**config.mk**
```make
export PLATFORM = sky130hd
export DESIGN_NAME = eitl_top
export DESIGN_NICKNAME = d
export VERILOG_FILES = /design/src/logic/eitl_pkg.sv /design/src/logic/eitl_top.sv
export SDC_FILE = /design/constraint.sdc
export NUM_CORES = 1
export LEC_CHECK = 0
export BUFFER_PORTS_ARGS = -buffer_cell sky130_fd_sc_hd__buf_2
export CAP_MARGIN = 20
export CORE_MARGIN = 4
export CORE_UTILIZATION = 47
export DETAILED_ROUTE_END_ITERATION = 8
export PLACE_DENSITY = 0.67
export REMOVE_ABC_BUFFERS = 1
export SETUP_SLACK_MARGIN = 0.2
export SYNTH_ARGS = -nofsm -noshare
export SYNTH_HDL_FRONTEND = slang
export SYNTH_SLANG_ARGS = --single-unit
export TNS_END_PERCENT = 50
```
**constraint.sdc**
```tcl
create_clock -name pclk -period 6.9 [get_ports pclk]
set_clock_uncertainty 0.05 [all_clocks]
set_input_delay 0.69 -clock pclk [delete_from_list [all_inputs] [get_ports pclk]]
set_output_delay 0.69 -clock pclk [all_outputs]
set_load 0.01 [all_outputs]
```
**src/logic/eitl_pkg.sv**
```systemverilog
/*
  constants, register map and types of the emergency input trigger logic.
  assumes a 32-bit apb slave at 100 mhz; used with package:: prefixes only.
*/
// Contract
// RULE1: momentary press and release enters emergency tracking
// RULE2: hold over three seconds leaves emergency tracking
// RULE3: lamp lit exactly while emergency tracking active
// RULE4: switch type momentary or latching, momentary default
// RULE5: latching mode follows trigger condition only
// RULE6: latching falling trigger: low enables, high disables
// RULE7: pin change with reporting on sends pin values
// RULE8: outputs set by command or remote, held
// RULE9: reset: input zero emergency, input one test
// RULE10: general trigger queues report; test enables test
// RULE11: inputs pulled up, idle reads high
// RULE12: synchronise inputs, detect edges, enabled directions
// RULE13: emergency button and input zero combined
package eitl_pkg;
  localparam int          N_IN          = 4;
  localparam int          N_OUT         = 3;
  // register byte offsets
  localparam logic [7:0]  OFS_CFG       = 8'h00;
  localparam logic [7:0]  OFS_STATUS    = 8'h04;
  localparam logic [7:0]  OFS_OUTPUT    = 8'h08;
  localparam logic [7:0]  OFS_REMOTE    = 8'h0c;
  localparam logic [7:0]  OFS_IRQ_STAT  = 8'h10;
  localparam logic [7:0]  OFS_IRQ_MASK  = 8'h14;
  localparam logic [7:0]  OFS_PINS      = 8'h18;
  // cfg fields: per input 4 bits {type[1:0], fall, rise} at 4*i
  localparam int          CFG_SWTYPE    = 16;
  localparam int          CFG_REPORT    = 17;
  // in0 emergency on fall (6), in1 test on fall (a), in2/in3 general off
  localparam logic [17:0] CFG_RESET     = 18'h000a6;
  // status fields
  localparam int          ST_EMERG      = 0;
  localparam int          ST_TEST       = 1;
  // irq bits
  localparam int          IRQ_PINCHG    = 0;
  localparam int          IRQ_GENERAL   = 1;
  localparam int          IRQ_EMERG     = 2;
  localparam int          IRQ_TEST      = 3;
  localparam int          N_IRQ         = 4;
  // timing
  localparam int          CLK_MHZ       = 100;
  localparam int          HOLD_MS       = 3000;
  localparam int          HOLD_CYC      = HOLD_MS * 1000 * CLK_MHZ;
  typedef enum logic [1:0] {
    EITL_GENERAL, EITL_EMERG, EITL_TEST, EITL_SPARE
  } eitl_type_t;
  typedef struct packed {
    eitl_type_t  kind;
    logic        fall;
    logic        rise;
  } eitl_incfg_t;
  typedef enum logic {EITL_MOMENT, EITL_LATCH} eitl_sw_t;
endpackage

```
**src/logic/eitl_top.sv**
```systemverilog
/*
  emergency input trigger logic: four inputs, edge triggers, emergency
  state with lamp, pin value messages, outputs and apb registers.
  assumes inputs asynchronous to pclk; button high when released.
*/
// The APB interface to the registers and the address map were chosen for this implementation.
`timescale 1ns/100ps
module eitl_top #(
  parameter int HOLD_CYC = eitl_pkg::HOLD_CYC
) (
  input  wire logic                       pclk,
  input  wire logic                       presetn,
  input  wire logic                       psel,
  input  wire logic                       penable,
  input  wire logic                       pwrite,
  input  wire logic [7:0]                 paddr,
  input  wire logic [31:0]                pwdata,
  output logic      [31:0]                prdata,
  output logic                            pready,
  output logic                            pslverr,
  input  wire logic [eitl_pkg::N_IN-1:0]  pin_in,
  input  wire logic                       button_n,
  output logic      [eitl_pkg::N_OUT-1:0] pin_out,
  output logic                            lamp,
  output logic                            test_track,
  output logic                            pin_value_message,
  output logic      [eitl_pkg::N_IN-1:0]  pin_value,
  output logic                            report_pulse,
  output logic                            irq
);
  localparam int N = eitl_pkg::N_IN;
  ////////////////////////////////////////////////////////////////////////
  logic [17:0]                    cfg_ff;
  logic [eitl_pkg::N_OUT-1:0]     out_ff;
  logic [eitl_pkg::N_IRQ-1:0]     ist_ff;
  logic [eitl_pkg::N_IRQ-1:0]     imask_ff;
  logic [N-1:0]                   s1_ff;
  logic [N-1:0]                   s2_ff;
  logic [N-1:0]                   s3_ff;
  logic                           b1_ff;
  logic                           b2_ff;
  logic                           b3_ff;
  logic                           emerg_ff;
  logic                           test_ff;
  logic [31:0]                    hold_ff;
  logic [31:0]                    prdata_ff;
  logic                           pready_ff;
  logic                           msg_ff;
  logic [N-1:0]                   pv_ff;
  logic                           rep_ff;
  logic                           irq_ff;
  logic [N-1:0]                   trig;
  logic [N-1:0]                   is_emerg;
  logic [N-1:0]                   is_test;
  logic [N-1:0]                   is_gen;
  logic [N-1:0]                   act_lvl;
  ////////////////////////////////////////////////////////////////////////
  // apb decode
  wire        acc       = psel && penable && !pready_ff;
  wire        wr        = acc && pwrite;
  wire        wr_cfg    = wr && paddr == eitl_pkg::OFS_CFG;
  wire        wr_out    = wr && paddr == eitl_pkg::OFS_OUTPUT;
  wire        wr_rem    = wr && paddr == eitl_pkg::OFS_REMOTE;
  wire        wr_ist    = wr && paddr == eitl_pkg::OFS_IRQ_STAT;
  wire        wr_imask  = wr && paddr == eitl_pkg::OFS_IRQ_MASK;
  wire        hit       = paddr == eitl_pkg::OFS_CFG
                       || paddr == eitl_pkg::OFS_STATUS
                       || paddr == eitl_pkg::OFS_OUTPUT
                       || paddr == eitl_pkg::OFS_REMOTE
                       || paddr == eitl_pkg::OFS_IRQ_STAT
                       || paddr == eitl_pkg::OFS_IRQ_MASK
                       || paddr == eitl_pkg::OFS_PINS;
  wire        latch_md  = cfg_ff[eitl_pkg::CFG_SWTYPE]
                          == eitl_pkg::EITL_LATCH;
  wire        report_en = cfg_ff[eitl_pkg::CFG_REPORT];
  wire        clr_test  = wr && paddr == eitl_pkg::OFS_STATUS
                          && pwdata[eitl_pkg::ST_TEST];
  ////////////////////////////////////////////////////////////////////////
  // per-input edge triggers
  // button shares input zero: anded so a low on either looks like a low pin
  wire [N-1:0] lvl_cur = {s2_ff[N-1:1], s2_ff[0] & b2_ff};  // RULE13
  wire [N-1:0] lvl_old = {s3_ff[N-1:1], s3_ff[0] & b3_ff};  // RULE13
  genvar gi;
  generate
    for (gi = 0; gi < N; gi++) begin : g_in
      eitl_pkg::eitl_incfg_t c;
      assign c = eitl_pkg::eitl_incfg_t'(cfg_ff[4*gi +: 4]);
      wire rise = lvl_cur[gi] & ~lvl_old[gi];
      wire fall = ~lvl_cur[gi] & lvl_old[gi];
      assign trig[gi]     = (rise & c.rise) | (fall & c.fall); // RULE12
      assign is_emerg[gi] = c.kind == eitl_pkg::EITL_EMERG;
      assign is_test[gi]  = c.kind == eitl_pkg::EITL_TEST;
      assign is_gen[gi]   = c.kind == eitl_pkg::EITL_GENERAL;
      // latching: condition present = level matching the enabled edge
      assign act_lvl[gi]  = is_emerg[gi]
                          & ((c.fall & ~lvl_cur[gi])
                          |  (c.rise &  lvl_cur[gi])); // RULE5
      AST_TRIG_FALL: assert property (@(posedge pclk) disable iff (!presetn)
        fall && c.fall |-> trig[gi])
        else $error("enabled falling edge gave no trigger"); // RULE12
      AST_TRIG_RISE: assert property (@(posedge pclk) disable iff (!presetn)
        rise && c.rise |-> trig[gi])
        else $error("enabled rising edge gave no trigger"); // RULE12
    end
  endgenerate
  wire emerg_trig = |(trig & is_emerg);
  wire test_trig  = |(trig & is_test);          // RULE10
  wire gen_trig   = |(trig & is_gen);           // RULE10
  wire pin_chg    = lvl_cur != lvl_old;
  // long press measured on the synchronised button and input zero lows
  wire pressed    = ~lvl_cur[0];
  wire hold_done  = hold_ff >= HOLD_CYC;        // RULE2
  ////////////////////////////////////////////////////////////////////////
  // emergency state
  logic nxt_emerg;
  always_comb begin
    nxt_emerg = emerg_ff;
    if (latch_md) begin
      nxt_emerg = |act_lvl;                     // RULE5 RULE6
    end else if (emerg_ff && hold_done) begin
      nxt_emerg = 1'b0;                         // RULE2
    end else if (!emerg_ff && emerg_trig) begin
      nxt_emerg = 1'b1;                         // RULE1
    end
  end
  wire [eitl_pkg::N_IRQ-1:0] ev = {test_trig, emerg_trig, gen_trig,
                                   pin_chg};
  wire [31:0] rd_mux =
      paddr == eitl_pkg::OFS_CFG      ? {14'h0000, cfg_ff} :
      paddr == eitl_pkg::OFS_STATUS   ? {30'h0, test_ff, emerg_ff} :
      paddr == eitl_pkg::OFS_OUTPUT   ? {29'h0, out_ff} :
      paddr == eitl_pkg::OFS_REMOTE   ? {29'h0, out_ff} :
      paddr == eitl_pkg::OFS_IRQ_STAT ? {28'h0, ist_ff} :
      paddr == eitl_pkg::OFS_IRQ_MASK ? {28'h0, imask_ff} :
      paddr == eitl_pkg::OFS_PINS     ? {28'h0, lvl_cur} : 32'h0;
  ////////////////////////////////////////////////////////////////////////
  always_ff @(posedge pclk or negedge presetn) begin
    if (!presetn) begin
      s1_ff <= '1;                              // RULE11
      s2_ff <= '1;
      s3_ff <= '1;
      b1_ff <= 1'b1;
      b2_ff <= 1'b1;
      b3_ff <= 1'b1;
    end else begin
      s1_ff <= pin_in;                          // RULE12
      s2_ff <= s1_ff;
      s3_ff <= s2_ff;
      b1_ff <= button_n;
      b2_ff <= b1_ff;
      b3_ff <= b2_ff;
    end
  end
  always_ff @(posedge pclk or negedge presetn) begin
    if (!presetn) begin
      cfg_ff <= eitl_pkg::CFG_RESET;            // RULE4 RULE9
    end else if (wr_cfg) begin
      cfg_ff <= pwdata[17:0];
    end
  end
  always_ff @(posedge pclk or negedge presetn) begin
    if (!presetn) begin
      out_ff <= '0;
    end else if (wr_out || wr_rem) begin
      out_ff <= pwdata[eitl_pkg::N_OUT-1:0];    // RULE8
    end
  end
  always_ff @(posedge pclk or negedge presetn) begin
    if (!presetn) begin
      hold_ff <= 32'h0;
    end else if (!pressed || latch_md) begin
      hold_ff <= 32'h0;
    end else if (!hold_done) begin
      hold_ff <= hold_ff + 32'h1;               // RULE2
    end
  end
  always_ff @(posedge pclk or negedge presetn) begin
    if (!presetn) begin
      emerg_ff <= 1'b0;
      test_ff  <= 1'b0;
    end else begin
      emerg_ff <= nxt_emerg;
      // test state stays until software clears its status bit
      if (test_trig) begin
        test_ff <= 1'b1;                        // RULE10
      end else if (clr_test) begin
        test_ff <= 1'b0;
      end
    end
  end
  always_ff @(posedge pclk or negedge presetn) begin
    if (!presetn) begin
      ist_ff   <= '0;
      imask_ff <= '0;
    end else begin
      // a new event beats a simultaneous write-one clear
      ist_ff <= (ist_ff & ~(wr_ist ? pwdata[3:0] : 4'h0)) | ev;
      if (wr_imask) begin
        imask_ff <= pwdata[3:0];
      end
    end
  end
  always_ff @(posedge pclk or negedge presetn) begin
    if (!presetn) begin
      pready_ff <= 1'b0;
      prdata_ff <= 32'h0;
      pslverr   <= 1'b0;
    end else begin
      pready_ff <= acc;
      prdata_ff <= rd_mux;
      pslverr   <= acc && !hit;
    end
  end
  always_ff @(posedge pclk or negedge presetn) begin
    if (!presetn) begin
      msg_ff    <= 1'b0;
      pv_ff     <= '1;
      rep_ff    <= 1'b0;
    end else begin
      msg_ff    <= report_en && pin_chg;        // RULE7
      pv_ff     <= lvl_cur;                     // RULE7
      rep_ff    <= gen_trig;                    // RULE10
    end
  end
  always_ff @(posedge pclk or negedge presetn) begin
    if (!presetn) begin
      irq_ff    <= 1'b0;
      lamp      <= 1'b0;
    end else begin
      irq_ff    <= |(ist_ff & imask_ff);
      lamp      <= nxt_emerg;                   // RULE3
    end
  end
  assign prdata            = prdata_ff;
  assign pready            = pready_ff;
  assign pin_out           = out_ff;
  assign test_track        = test_ff;
  assign pin_value_message = msg_ff;
  assign pin_value         = pv_ff;
  assign report_pulse      = rep_ff;
  assign irq               = irq_ff;
  ////////////////////////////////////////////////////////////////////////
  AST_LAMP: assert property (@(posedge pclk) disable iff (!presetn)
    lamp == emerg_ff) else $error("lamp differs from emergency state"); // RULE3
  AST_ENTER: assert property (@(posedge pclk) disable iff (!presetn)
    !latch_md && !emerg_ff && emerg_trig |=> emerg_ff)
    else $error("momentary trigger did not enter emergency"); // RULE1
  AST_EXIT: assert property (@(posedge pclk) disable iff (!presetn)
    !latch_md && emerg_ff && hold_done |=> !emerg_ff)
    else $error("long press did not leave emergency"); // RULE2
  AST_LATCH: assert property (@(posedge pclk) disable iff (!presetn)
    latch_md |=> emerg_ff == $past(|act_lvl))
    else $error("latching state not following trigger level"); // RULE5
  AST_MSG: assert property (@(posedge pclk) disable iff (!presetn)
    report_en && pin_chg |=> pin_value_message && pin_value == $past(lvl_cur))
    else $error("pin change not reported"); // RULE7
  AST_OUT: assert property (@(posedge pclk) disable iff (!presetn)
    !(wr_out || wr_rem) |=> $stable(pin_out))
    else $error("outputs changed without a command"); // RULE8
  AST_TEST: assert property (@(posedge pclk) disable iff (!presetn)
    test_trig |=> test_track) else $error("test trigger lost"); // RULE10
  AST_GEN: assert property (@(posedge pclk) disable iff (!presetn)
    gen_trig |=> report_pulse) else $error("input report not queued"); // RULE10
  AST_EDGE: assert property (@(posedge pclk) disable iff (!presetn)
    trig[1] |-> lvl_cur[1] != lvl_old[1])
    else $error("trigger without an edge"); // RULE12
  ////////////////////////////////////////////////////////////////////////
  // bus side: one-cycle answer, registered read data and error
  AST_PREADY: assert property (@(posedge pclk) disable iff (!presetn)
    acc |=> pready)
    else $error("access not answered next cycle");
  AST_PREADY_PULSE: assert property (@(posedge pclk) disable iff (!presetn)
    pready |=> !pready)
    else $error("ready held over two cycles");
  AST_SLVERR: assert property (@(posedge pclk) disable iff (!presetn)
    pslverr |-> pready)
    else $error("error without ready");
  AST_NO_SLVERR: assert property (@(posedge pclk) disable iff (!presetn)
    acc && hit |=> !pslverr)
    else $error("error on a mapped address");
  AST_RD_UNMAPPED: assert property (@(posedge pclk) disable iff (!presetn)
    acc && !hit |=> prdata == 32'h0)
    else $error("unmapped read not zero");
  AST_CFG_WR: assert property (@(posedge pclk) disable iff (!presetn)
    wr_cfg |=> cfg_ff == $past(pwdata[17:0]))
    else $error("configuration write lost"); // RULE4
  AST_CFG_HOLD: assert property (@(posedge pclk) disable iff (!presetn)
    !wr_cfg |=> $stable(cfg_ff))
    else $error("configuration changed without a write"); // RULE4
  AST_OUT_WR: assert property (@(posedge pclk) disable iff (!presetn)
    wr_out || wr_rem |=> pin_out == $past(pwdata[eitl_pkg::N_OUT-1:0]))
    else $error("output command not applied"); // RULE8
  AST_IRQ: assert property (@(posedge pclk) disable iff (!presetn)
    1'b1 |=> irq == $past(|(ist_ff & imask_ff)))
    else $error("interrupt level wrong");
  AST_IST_SET: assert property (@(posedge pclk) disable iff (!presetn)
    |ev |=> (ist_ff & $past(ev)) == $past(ev))
    else $error("event not recorded in status");
  AST_IST_CLR: assert property (@(posedge pclk) disable iff (!presetn)
    wr_ist && !(|ev) |=> (ist_ff & $past(pwdata[3:0])) == 4'h0)
    else $error("write-one did not clear status");
  AST_IMASK_WR: assert property (@(posedge pclk) disable iff (!presetn)
    wr_imask |=> imask_ff == $past(pwdata[3:0]))
    else $error("mask write lost");
  ////////////////////////////////////////////////////////////////////////
  // pin side: emergency, test and report behaviour
  AST_STAY: assert property (@(posedge pclk) disable iff (!presetn)
    !latch_md && emerg_ff && !hold_done |=> emerg_ff)
    else $error("emergency left before long press"); // RULE2
  AST_NO_ENTER: assert property (@(posedge pclk) disable iff (!presetn)
    !latch_md && !emerg_ff && !emerg_trig |=> !emerg_ff)
    else $error("emergency entered without trigger"); // RULE1
  AST_HOLD_CLR: assert property (@(posedge pclk) disable iff (!presetn)
    !pressed |=> hold_ff == 32'h0)
    else $error("hold count kept after release"); // RULE2
  AST_LATCH_OFF: assert property (@(posedge pclk) disable iff (!presetn)
    latch_md && !(|act_lvl) |=> !lamp)
    else $error("latching emergency held without condition"); // RULE5
  AST_NO_MSG: assert property (@(posedge pclk) disable iff (!presetn)
    !(report_en && pin_chg) |=> !pin_value_message)
    else $error("pin message without a change"); // RULE7
  AST_REP_ONLY: assert property (@(posedge pclk) disable iff (!presetn)
    !gen_trig |=> !report_pulse)
    else $error("report without general trigger"); // RULE10
  AST_TEST_HOLD: assert property (@(posedge pclk) disable iff (!presetn)
    test_track && !clr_test |=> test_track)
    else $error("test state lost without clear"); // RULE10
  AST_TEST_CLR: assert property (@(posedge pclk) disable iff (!presetn)
    clr_test && !test_trig |=> !test_track)
    else $error("test state not cleared"); // RULE10
  AST_SYNC0: assert property (@(posedge pclk) disable iff (!presetn)
    1'b1 |=> s1_ff == $past(pin_in))
    else $error("first sync stage wrong"); // RULE12
  AST_SYNC: assert property (@(posedge pclk) disable iff (!presetn)
    1'b1 |=> s2_ff == $past(s1_ff))
    else $error("second sync stage wrong"); // RULE12
  AST_BUTTON: assert property (@(posedge pclk) disable iff (!presetn)
    !b2_ff |-> !lvl_cur[0])
    else $error("button press not seen on input zero"); // RULE13
  AST_STATUS_RD: assert property (@(posedge pclk) disable iff (!presetn)
    acc && !pwrite && paddr == eitl_pkg::OFS_STATUS
    |=> prdata[1:0] == $past({test_ff, emerg_ff}))
    else $error("status read wrong"); // RULE3
  AST_PINS_RD: assert property (@(posedge pclk) disable iff (!presetn)
    acc && !pwrite && paddr == eitl_pkg::OFS_PINS
    |=> prdata[3:0] == $past(lvl_cur))
    else $error("pin level read wrong"); // RULE11
endmodule

```
After elaboration in Yosys (flattened, before gate mapping)

Cells that the tools add are included.

$add $sub $neg: 1
Magnitude comparators: 1
Equal/unequal tests: 16
Muxes and demuxes: 15
Bitwise operators: 53
Reduce and logical (&&, ||, !) cells: 37

Operator list:

| operator              | number |
|---|---|
| $mux 32               | 2 |
| $add 32x1->32 const B | 1 |
| $ge 32x29->1 const B  | 1 |
| $and 1x1->1           | 30 |
| $mux 4                | 7 |
| $eq 8x5->1 const B    | 3 |
| $and 4x4->4           | 5 |
| $reduce_or 4->1       | 5 |
| $mux 18               | 1 |
| $eq 8x4->1 const B    | 2 |
| $logic_and 1x1->1     | 14 |
| $eq 2x1->1 const B    | 4 |
| $eq 2x2->1 const B    | 4 |
| $eq 8x3->1 const B    | 1 |
| $logic_not 2->1       | 4 |
| $logic_not 8->1       | 1 |
| $logic_or 1x1->1      | 8 |
| $not 1->1             | 8 |
| $or 1x1->1            | 8 |
| $mux 1                | 5 |
| $ne 4x4->1            | 1 |
| $not 4->4             | 1 |
| $or 4x4->4            | 1 |
| $logic_not 1->1       | 3 |
| 3 further kinds       | 3 |

Flip-flop bits (word level): 105
Output and inout port bits: 46
Logic and storage cells: 143

Longest topological paths before layout

Gate-level depths: netlist of run 1.

Depth after elaboration: 11
Mapped depth: 8
Depth with buffers taken out: 8

Worst setup path after synthesis of run 1

OpenSTA, ideal clock, no wires.

Kind: input to register
Start point: input paddr[5]
End point: register cfg_ff[10]
Library setup time: 125 ps
Arrival: 2360 ps
Path slack: 4365 ps
Cell stages on the path: 6
Cell sequence: or4_1 clkbuf_1 nor2_1 nand3b_1 clkbuf_1 mux2_2

Cells in the longest elaborated chain, start to end: 2

Ends and longest elaborated chain:

| what                 | RTL line        | RTL |
|---|---|---|
| start, declared      | eitl_top.sv:16  | `input wire logic [7:0] paddr,` |
| $logic_not 8->1      | eitl_top.sv:61  | `wire wr_cfg = wr && paddr == eitl_pkg::OFS_CFG;` |
| $logic_and 1x1->1    | eitl_top.sv:61  |  |
| end signal, assigned | eitl_top.sv:156 | `cfg_ff <= eitl_pkg::CFG_RESET;` |
| end signal, assigned | eitl_top.sv:158 | `cfg_ff <= pwdata[17:0];` |
| end, declared        | eitl_top.sv:33  | `logic [17:0] cfg_ff;` |

No other way between the ends.
A chain may end at the register's enable or synchronous reset.

Worst setup path after layout of run 1

Start point: register hold_ff[20]
End point: register hold_ff[12]

Cells in the longest elaborated chain, start to end: 2

Ends and longest elaborated chain:

| what                        | RTL line        | RTL |
|---|---|---|
| start, declared             | eitl_top.sv:45  | `logic [31:0] hold_ff;` |
| start signal, assigned      | eitl_top.sv:174 | `hold_ff <= hold_ff + 32'h1;` |
| $ge 32x29->1                | eitl_top.sv:112 | `wire hold_done = hold_ff >= HOLD_CYC;` |
| $ne 2x1->1 (no source line) | -               |  |

No other way between the ends.

==> results of run 1 <==
-- layout make-up --
cell class | count | area share, %
timing repair buffer | 70 | 6.60
inverter | 15 | 1.03
clock buffer | 9 | 2.27
sequential | 102 | 47.2
tap | 136 | 3.12
multi-input combinational | 315 | 38.6
clock inverter | 7 | 1.21
-- flip-flops by register name (all words and copies together), names as in the netlist, 3 cells and up --
| name | cells |
|---|---|
| imask_ff | 4 |
| ist_ff | 4 |
| hold_ff | 32 |
| s1_ff | 4 |
| cfg_ff | 18 |
| pin_out | 3 |
| pin_value | 4 |
| s2_ff | 4 |
| prdata | 18 |
-- worst max-delay path, cell delays in order, from the launching register on --
cell	delay (ns)
dfrtp_1	0.50
or4_1	0.56
a211o_1	0.39
a22oi_1	0.86
a31oi_1	0.18
a41o_1	0.25
-- worst max path at each step --
stage	from	to	slack (ns)	cells past startpoint
2_1_floorplan	paddr[5]	cfg_ff[0]	4.36	4
3_5_place_dp	paddr[5]	cfg_ff[12]	3.78	5
6_report	hold_ff[20]	hold_ff[12]	4.01	5
3_3_place_gp	paddr[5]	cfg_ff[13]	3.81	5
5_1_grt	hold_ff[20]	hold_ff[12]	3.85	5
4_1_cts	hold_ff[20]	hold_ff[12]	4.02	5
-- power breakdown --
part	switching, mW	internal [mW]	total [mW]
combinational	0.0572	0.0321	0.0893
clock	0.225	0.139	0.364
sequential	0.0190	0.622	0.641
-- layer usage --
layer	wire (um)	vias up
li1	-	1748
met4	81	0
met2	5090	83
met3	450	10
met1	5070	1782
met5	0	-
-- cells in the final DEF (no fill, tap or decap), types with 10 or more instances in the layout --
master and instances:
mux2_2 25, nor2_1 21, nand2b_1 10, dfstp_2 20, a21oi_1 22, o21ai_0 12
ha_1 10, conb_1 14, nor3_1 10, nand3_1 14, inv_1 15, dfrtp_1 82
nand2_1 36, and2_1 19, buf_2 66, nand4_1 12, or4_1 12
-- through the flow --
step / utilization [%] / cells / area (um2) / hold WS (ns)
floorplan: - / 432 / 4740 / 0.295
global placement: 51.3 / 638 / 5270 / 0.296
detailed placement: 51.3 / 638 / 5270 / 0.299
CTS: 53.1 / 654 / 5460 / 0.247
global route: 53.1 / 654 / 5460 / 0.268
finish: 53.1 / 654 / 5460 / 0.243
-- cell families (layout without fill, tap and decap cells) --
group,count (synthesis),count (layout),share of synthesized area (%)
DFF,102,102,52.4
AOI/OAI and AO/OA,87,87,12.5
xor gates and xnor gates,2,2,0.356
buffers and inverters,47,101,5.73
muxes,34,34,7.56
and+or+nand+nor,168,168,18.8
other,1,14,0.0763
adders and majority gates,10,10,2.55
==> results.md, run 1 <==
- Status: completed
- RSZ-0062 raised after global routing: false
- Setup Buffers After CTS: 0
- GR Util met1: 25.7%
- GR peak layer: met2
- H-tree levels: 3
- R2R Path Start: hold_ff[20]
- Sequential share of the synthesized area: 52.4%
- Pre-antenna DRT Iters: 4
- Avg Inst Size Synth: 10.9 um2
- Most instantiated cells after synthesis: dfrtp_1, nand2_1, mux2_2
- WL/cell: 16.4 um
- Share of layout cells above drive strength 1: 28.0%
- CP Capture Type: flip-flop
- Setup-failing EPs final: 0
- Hold_buf cts: 0
- Minimum clock period: 2.89 ns
- Post-route worst setup slack: 4.01 ns
- Post-synth ARST share: 100%
- Std-Cell Rows: 37
- Mapped Cells: 451
- Largest net degree at the start of global routing: 61
- Max VDD drop: 0.149 mV
- Worst-Skew Late Latency: 0.37 ns
- Met2 global-route usage: 28.9%
- R2R Path End: hold_ff[12]
- FF+latch area: 0.00258 mm2
- Top_reg_cell synth: dfrtp_1
- Fmax: 346 MHz
- Routability cong.: 0.879
- Worst Hold Class: in2async
- Worst slew pin tran: 1.04 ns
- Slew Viols, Final: 0
- Area leader, netlist: dfrtp_1
- CTS tree: done
- Area growth syn-to-layout: 11.1%
- Via Count: 3,623
- Final WL: 10.7 mm
- Filler Cell Count: 945
- CP required: 7.12 ns
- Worst setup path class: reg2reg
- Tcrit/Tclk final: 41.9%
- Initial Util: 47.8%
- GRT Overall Usage: 18.2%
- Max FO, Critical Path: 11
- TNS Setup: 0 ns
- Synthesized cell area: 0.00491 mm2
- Global route overflow: 0
- Flops & latches, synth: 102
- Drc violations: 0
- Initial antenna violation count: 0
- Total Nets Final: 573
- Setup crit start kind: flip-flop
- R2R setup slack: 4.01 ns
- Top-count cell post-synth: dfrtp_1
- Max cap viols: 0
- Vias in the first global route: 3,460
- Vias/cell: 5.54
- CTS resizes: 0
- Yosys warnings: 0
- Core box area: 0.0103 mm2
- # IOs: 96
- Worst-case reg-to-reg path depth: 5
- Met3 Track Usage GR: 3.26%
- Overall power: 1.09 mW
- Port bufs: 67
- Number of DRC markers in iteration 0: 168
- Root Buffer: clkbuf_8
- PwrDens: 200 mW/mm2
- Pleak: 2.68 nW
- Hold Violations, Final: 0
- Bufs on Longest Clock Path: 2
- First-pass GRT wire length: 17.4 mm
- Yosys top cell area share: 41.8%
- Routed Antenna Nets: 0
- Chip Width: 110 um
- Synth top area cells: dfrtp_1, dfstp_2, mux2_2
- TritonCTS Sinks: 102
- Clock transition at path regs: 0.11 ns
- Slew HR: 30.7%
- Crit path DAT: 3.11 ns
- Post-synth cell types: 62
- Footprint of the multi-input gates: 0.00210 mm2
- TritonCTS buffer count: 9
- Die Height: 110 um
- Pre-CTS setup slack: 3.78 ns
- Antenna Cells: 0
- EDFF count, synth: 0
- Die Area: 0.0122 mm2
- Post-DP HPWL: 7.57 mm
Note: power is estimated with default switching activity, not from simulation.
==> run 2: changes to the inputs <==
--- a/config.mk
+++ b/config.mk
@@ -10,7 +10,7 @@
 export CORE_MARGIN = 4
 export CORE_UTILIZATION = 47
 export DETAILED_ROUTE_END_ITERATION = 8
-export PLACE_DENSITY = 0.67
+export PLACE_DENSITY = 0.69
 export REMOVE_ABC_BUFFERS = 1
 export SETUP_SLACK_MARGIN = 0.2
 export SYNTH_ARGS = -nofsm -noshare
==> constraint.sdc (replaced) <==
create_clock -name pclk -period 2.4 [get_ports pclk]
set_clock_uncertainty 0.05 [all_clocks]
set_input_delay 0.24 -clock pclk [delete_from_list [all_inputs] [get_ports pclk]]
set_output_delay 0.24 -clock pclk [all_outputs]
set_load 0.01 [all_outputs]
==> run 2 against run 1 <==
Against the previous run:
- core utilization up 4.8 points
- highest routed layer unchanged
- fmax up 21%
- total power rose to 2.9 times the previous value
- global-route usage up 0.80 points
- wire length up 7.6%
==> results.md, run 2 (synthesized netlist as in run 1, its figures left out) <==
- CP required: 2.62 ns (-4.50 ns)
- Routability cong.: 0.863 (-1.7%)
- Worst Hold Class: in2reg
- TritonCTS buffer count: 9 (unchanged)
- First-pass GRT wire length: 17.7 mm (+1.8%)
- CP top delay family: compound AO/OA/AOI/OAI gates
- Antenna Cells: 0 (unchanged)
- Sw Pwr: 878 uW (+190%)
- Worst setup path class: reg2reg
- PwrDens: 540 mW/mm2 (+170%)
- Placed Instances: 659 (+3.3%)
- Root Buffer: clkbuf_8
- Slowest stage cell, crit path: or4_4
- TNS Setup: 0 ns (unchanged)
- Chip Width: 110 um (unchanged)
- Number of DRC markers in iteration 0: 201 (+20%)
- Initial antenna violation count: 0 (unchanged)
- Max incr delay on CP: 0.54 ns (-0.32 ns)
- RSZ-0062 raised after global routing: true
- R2R Path Start: hold_ff[19]
- Crit-path cells: or4_4 -> a211o_4 -> buf_6 -> a2111oi_4 -> buf_4 -> a31oi_1 -> a41o_2
- P_int: 2.34 mW (+190%)
- Clk pwr share: 33.5% (+0.2 points)
- Final WL: 11.5 mm (+7.6%)
- Via Count: 3,866 (+6.7%)
- Max VDD drop: 0.411 mV (+180%)
- Slew Viols, Final: 0 (unchanged)
- Hold Violations, Final: 0 (unchanged)
- Hold_sp: pwdata[10]
- TritonCTS Sinks: 102 (unchanged)
- Max FO, Critical Path: 6 (-5)
- CTS tree: done
- Crit path DAT: 2.61 ns (-0.50 ns)
- Area growth syn-to-layout: 21.1%
- Switching Share: 27.3% (-0.18 points)
- Max reg flops: 32 (unchanged)
- Drc violations: 0 (unchanged)
- Minimum clock period: 2.39 ns (-0.503 ns)
- Filler Cell Count: 898 (-5.0%)
- Std-Cell Rows: 37 (unchanged)
- Largest reg by FF count: hold_ff
- Tcrit/Tclk final: 99.5% (+58 points)
- Worst-Skew Late Latency: 0.37 ns (about the same)
- Most frequent cells in the layout: dfrtp_1, buf_2, nand2_1, buf_4, mux2_2
- Status: completed
- Core box area: 0.0103 mm2 (unchanged)
- Pre-antenna DRT Iters: 4 (unchanged)
- GRT Overall Usage: 19.0% (+0.80 points)
- Die Area: 0.0122 mm2 (unchanged)
- Reg power frac: 57.5% (-1.1 points)
- Commonest non-fill, non-tap cell in the layout: dfrtp_1
- Slew HR: 58.2% (+28 points)
- Total Nets Final: 610 (+6.5%)
- WL/cell: 16.7 um (+1.8%)
- Non-filler instance count after layout: 691 (+5.7%)
- Port bufs: 67 (unchanged)
- Initial Util: 47.8% (unchanged)
- Setup-failing EPs final: 0 (unchanged)
- Die Height: 110 um (unchanged)
- Clock transition at path regs: 0.11 ns (about the same)
- Worst slew pin tran: 0.621 ns (-0.418 ns)
- H-tree levels: 3 (unchanged)
- # IOs: 96 (unchanged)
- Comb power frac: 9.1% (+0.9 points)
- Max cap viols: 0 (unchanged)
- CP startpoint: hold_ff[19]
- Fmax: 419 MHz (+21%)
- Global route overflow: 0 (unchanged)
- Overall power: 3.21 mW (+190%)
- Share of layout cells above drive strength 1: 37.1% (+9.1 points)
- Largest net degree at the start of global routing: 47 (-23%)
- WP buf/inv: 2 (+2)
- Setup crit start kind: flip-flop
- Routed Antenna Nets: 0 (unchanged)
- CP Capture Type: flip-flop
- Post-DP HPWL: 7.98 mm (+5.5%)
- Vias in the first global route: 3,670 (+6.1%)
- Bufs on Longest Clock Path: 2 (unchanged)
- Vias/cell: 5.59 (+0.99%)
- Pleak: 2.90 nW (+8.1%)
==> run 2: worst paths after layout <==
kind	endpoint	slack [ns]	cells past startpoint
hold reg to reg	s2_ff[1]	0.31	0
hold / removal	cfg_ff[10]	0.03	2
max in group asynchronous	cfg_ff[2]	1.20	3
setup reg to reg	hold_ff[25]	0.01	7
min in group asynchronous	imask_ff[0]	0.34	2
setup / recovery	hold_ff[25]	0.01	7
==> run 2: per-layer routing <==
metal | up-vias | part of all wire (%) | track usage [%] | wire length, um
met3 | 12 | 5.4 | 3.49 | 616
met5 | - | 0 | 0 | 0
met1 | 1937 | 44 | 26.2 | 5090
met4 | 0 | 1.4 | 6.77 | 157
met2 | 97 | 49 | 30.1 | 5640
li1 | 1820 | - | - | -
==> run 2: layout make-up <==
type | instances | area, um2 | area share (%)
repair buffers | 105 | 669 | 11.3
inverters | 15 | 56.3 | 0.946
flip-flops and latches | 102 | 2580 | 43.3
multi-input cells | 317 | 2280 | 38.3
clock buffers | 10 | 138 | 2.31
well taps | 136 | 170 | 2.86
clock inverters | 6 | 57.6 | 0.967
==> run 2: metrics by stage <==
stage	util, %	cell area, um2	worst slack [ns]	hold WS, ns
4_1_cts	55.6	5710	0.0254	0.0219
5_1_grt	57.9	5950	-0.0333	0.0161
3_5_place_dp	52.8	5430	0.00307	0.225
6_report	57.9	5950	0.0129	0.0336
3_3_place_gp	52.8	5430	0.0247	0.225
2_1_floorplan	-	4740	-0.0461	-0.106
==> run 2: timing repair <==
action	CTS	global route
gates cloned	1	1
hold buffers	6	0
pin swaps	7	26
hold endpoints to repair	30	0
buffers inserted	1	7
endpoints found under the setup margin	27	31
gates resized for setup	3	40
==> run 2: power groups by stage <==
stage / Clock, mW / Combinational (mW) / Sequential (mW)
6_report: 1.08 / 0.291 / 1.85
5_1_grt: 1.19 / 0.334 / 1.86
4_1_cts: 1.11 / 0.274 / 1.84
3_5_place_dp: 0 / 0.266 / 1.88
3_3_place_gp: 0 / 0.256 / 1.87
2_1_floorplan: 0 / 0.125 / 1.87
==> run 3: changes to the inputs <==
==> constraint.sdc (replaced) <==
create_clock -name pclk -period 2.4 [get_ports pclk]
set_clock_uncertainty 0.05 [all_clocks]
set_input_delay 0.12 -clock pclk [delete_from_list [all_inputs] [get_ports pclk]]
set_output_delay 0.12 -clock pclk [all_outputs]
set_load 0.01 [all_outputs]
==> run 3 against run 2 <==
Against the previous run:
- global-route usage rose by 0.078 points
- clock-buffer cell count unchanged
- non-clock buffer count rose by 18
- first-iteration DRC count is 8.0% higher
- hold slack got worse by 0.0061 ns
- register-to-register slack is essentially flat
- sequential cell count unchanged
- fmax about the same
- largest cell class unchanged
- highest routed layer unchanged
==> results.md, run 3 (synthesized netlist as in run 1, its figures left out) <==
- Status: completed
- Slew Viols, Final: 0 (unchanged)
- Worst slew pin tran: 0.611 ns (-0.0103 ns)
- First-pass GRT wire length: 18.2 mm (+2.9%)
- Worst-Skew Late Latency: 0.37 ns (about the same)
- Number of DRC markers in iteration 0: 217 (+8.0%)
- Worst hold slack: 0.0275 ns (-0.00607 ns)
- CTS tree: done
- Routability cong.: 0.853 (-1.2%)
- Share of layout cells above drive strength 1: 35.3% (-1.9 points)
- Crit path DAT: 2.61 ns (about the same)
- Non-filler instance count after layout: 709 (+2.6%)
- Std-Cell Rows: 37 (unchanged)
- Slew HR: 59.3% (+1.1 points)
- Global route overflow: 0 (unchanged)
- Max FO, Critical Path: 6 (unchanged)
- H-tree levels: 3 (unchanged)
- Commonest non-fill, non-tap cell in the layout: dfrtp_1
- Final WL: 11.5 mm (about the same)
- Bufs on Longest Clock Path: 2 (unchanged)
- R2R Path Start: hold_ff[19]
- Initial Util: 47.8% (unchanged)
- TNS Setup: 0 ns (unchanged)
- CP startpoint: hold_ff[19]
- Post-route worst setup slack: 0.0107 ns (-0.00221 ns)
- Post-DP HPWL: 7.78 mm (-2.5%)
- Initial antenna violation count: 0 (unchanged)
- Placed Area: 0.00541 mm2 (-0.28%)
- CP required: 2.62 ns (about the same)
- Root Buffer: clkbuf_8
- Antenna Cells: 0 (unchanged)
- Drc violations: 0 (unchanged)
- TritonCTS Sinks: 102 (unchanged)
- R2R Path End: hold_ff[25]
- Worst Hold Class: in2reg
- Final Util: 59.9% (+2.0 points)
- CP Capture Type: flip-flop
- Port bufs: 67 (unchanged)
- GRT Overall Usage: 19.1% (+0.078 points)
- Vias/cell: 5.47 (-2.2%)
- Overall power: 3.30 mW (+2.8%)
- # IOs: 96 (unchanged)
- R2R setup slack: 0.01 ns (about the same)
- Hold Violations, Final: 0 (unchanged)
- Max reg flops: 32 (unchanged)
- Placed Instances: 657 (-0.30%)
- Pleak: 3.00 nW (+3.2%)
- Most frequent cells in the layout: dfrtp_1, buf_2, nand2_1, buf_4
- Die Height: 110 um (unchanged)
- Area growth syn-to-layout: 25.2%
- Pre-antenna DRT Iters: 5 (+1)
- Largest net degree at the start of global routing: 50 (+6.4%)
- Vias in the first global route: 3,793 (+3.4%)
- Clock transition at path regs: 0.11 ns (about the same)
- Setup-failing EPs final: 0 (unchanged)
- Total Nets Final: 628 (+3.0%)
- PwrDens: 537 mW/mm2 (-0.63%)
- Worst setup path class: reg2reg
- Routed Antenna Nets: 0 (unchanged)
- Via Count: 3,878 (+0.31%)
- Setup crit end: hold_ff[25]
- Core box area: 0.0103 mm2 (unchanged)
- Chip Width: 110 um (unchanged)
- TritonCTS buffer count: 9 (unchanged)
- Tcrit/Tclk final: 99.6% (about the same)
- RSZ-0062 raised after global routing: true
- Fmax: 419 MHz (about the same)
- Max cap viols: 0 (unchanged)
- Max VDD drop: 0.334 mV (-19%)
- Setup crit start kind: flip-flop
- Pre-CTS setup slack: 0.00627 ns (+0.00320 ns)
- Largest reg by FF count: hold_ff
- Minimum clock period: 2.39 ns (+0.00221 ns)
- Design Area, Final: 0.00615 mm2 (+3.4%)
- WL/cell: 16.2 um (-2.5%)
- Worst-case reg-to-reg path depth: 7 (unchanged)
- Die Area: 0.0122 mm2 (unchanged)
-- run 3: worst min path at each step --
stage,endpoint,startpoint,cells after the start
after global placement,pin_out[0],presetn,1
after detailed placement,pin_out[1],presetn,1
after CTS,pin_out[1],pwdata[1],2
after floorplan,cfg_ff[0],presetn,0
final,pready,penable,2
after global routing,imask_ff[1],pwdata[1],2
-- run 3: routing by layer --
| layer | vias to the layer above | wire length, um | track usage [%] | share of wire, % |
|---|---|---|---|---|
| met1 | 1903 | 5220 | 26.4 | 45 |
| li1 | 1863 | - | - | - |
| met4 | 0 | 88 | 4.49 | 0.76 |
| met3 | 10 | 542 | 3.90 | 4.7 |
| met5 | - | 0 | 0 | 0 |
| met2 | 102 | 5660 | 30.9 | 49 |
-- run 3: where the power goes --
part           switching, mW  internal [mW]  total (mW)
clock network          0.666          0.480        1.15
logic                  0.179          0.133       0.312
registers             0.0582           1.79        1.85
-- run 3: cell type report --
class                   count  area [um2]
clock inverters             6        72.6
clock buffers              10         149
repair buffers            123         843
fillers                   859        4120
multi-input cells         317        2290
inverters                  15        56.3
well taps                 136         170
flip-flops and latches    102        2580
-- run 3: timing repair --
| item | 4_1_cts | 5_1_grt |
|---|---|---|
| gates cloned | 2 | 0 |
| endpoints found under the setup margin | 27 | 32 |
| buffers inserted | 3 | 6 |
| hold buffers | 25 | 0 |
| hold endpoints to repair | 63 | 0 |
| resized for setup | 4 | 38 |
| pin swaps | 15 | 28 |
-- run 3: worst max-delay path: stages, from the launching register on --
cell and delay, ns:
dfrtp_1 0.40, or4_4 0.54, a211o_4 0.39, buf_6 0.14
a2111oi_4 0.27, buf_4 0.19, a31oi_1 0.08, a41o_2 0.23
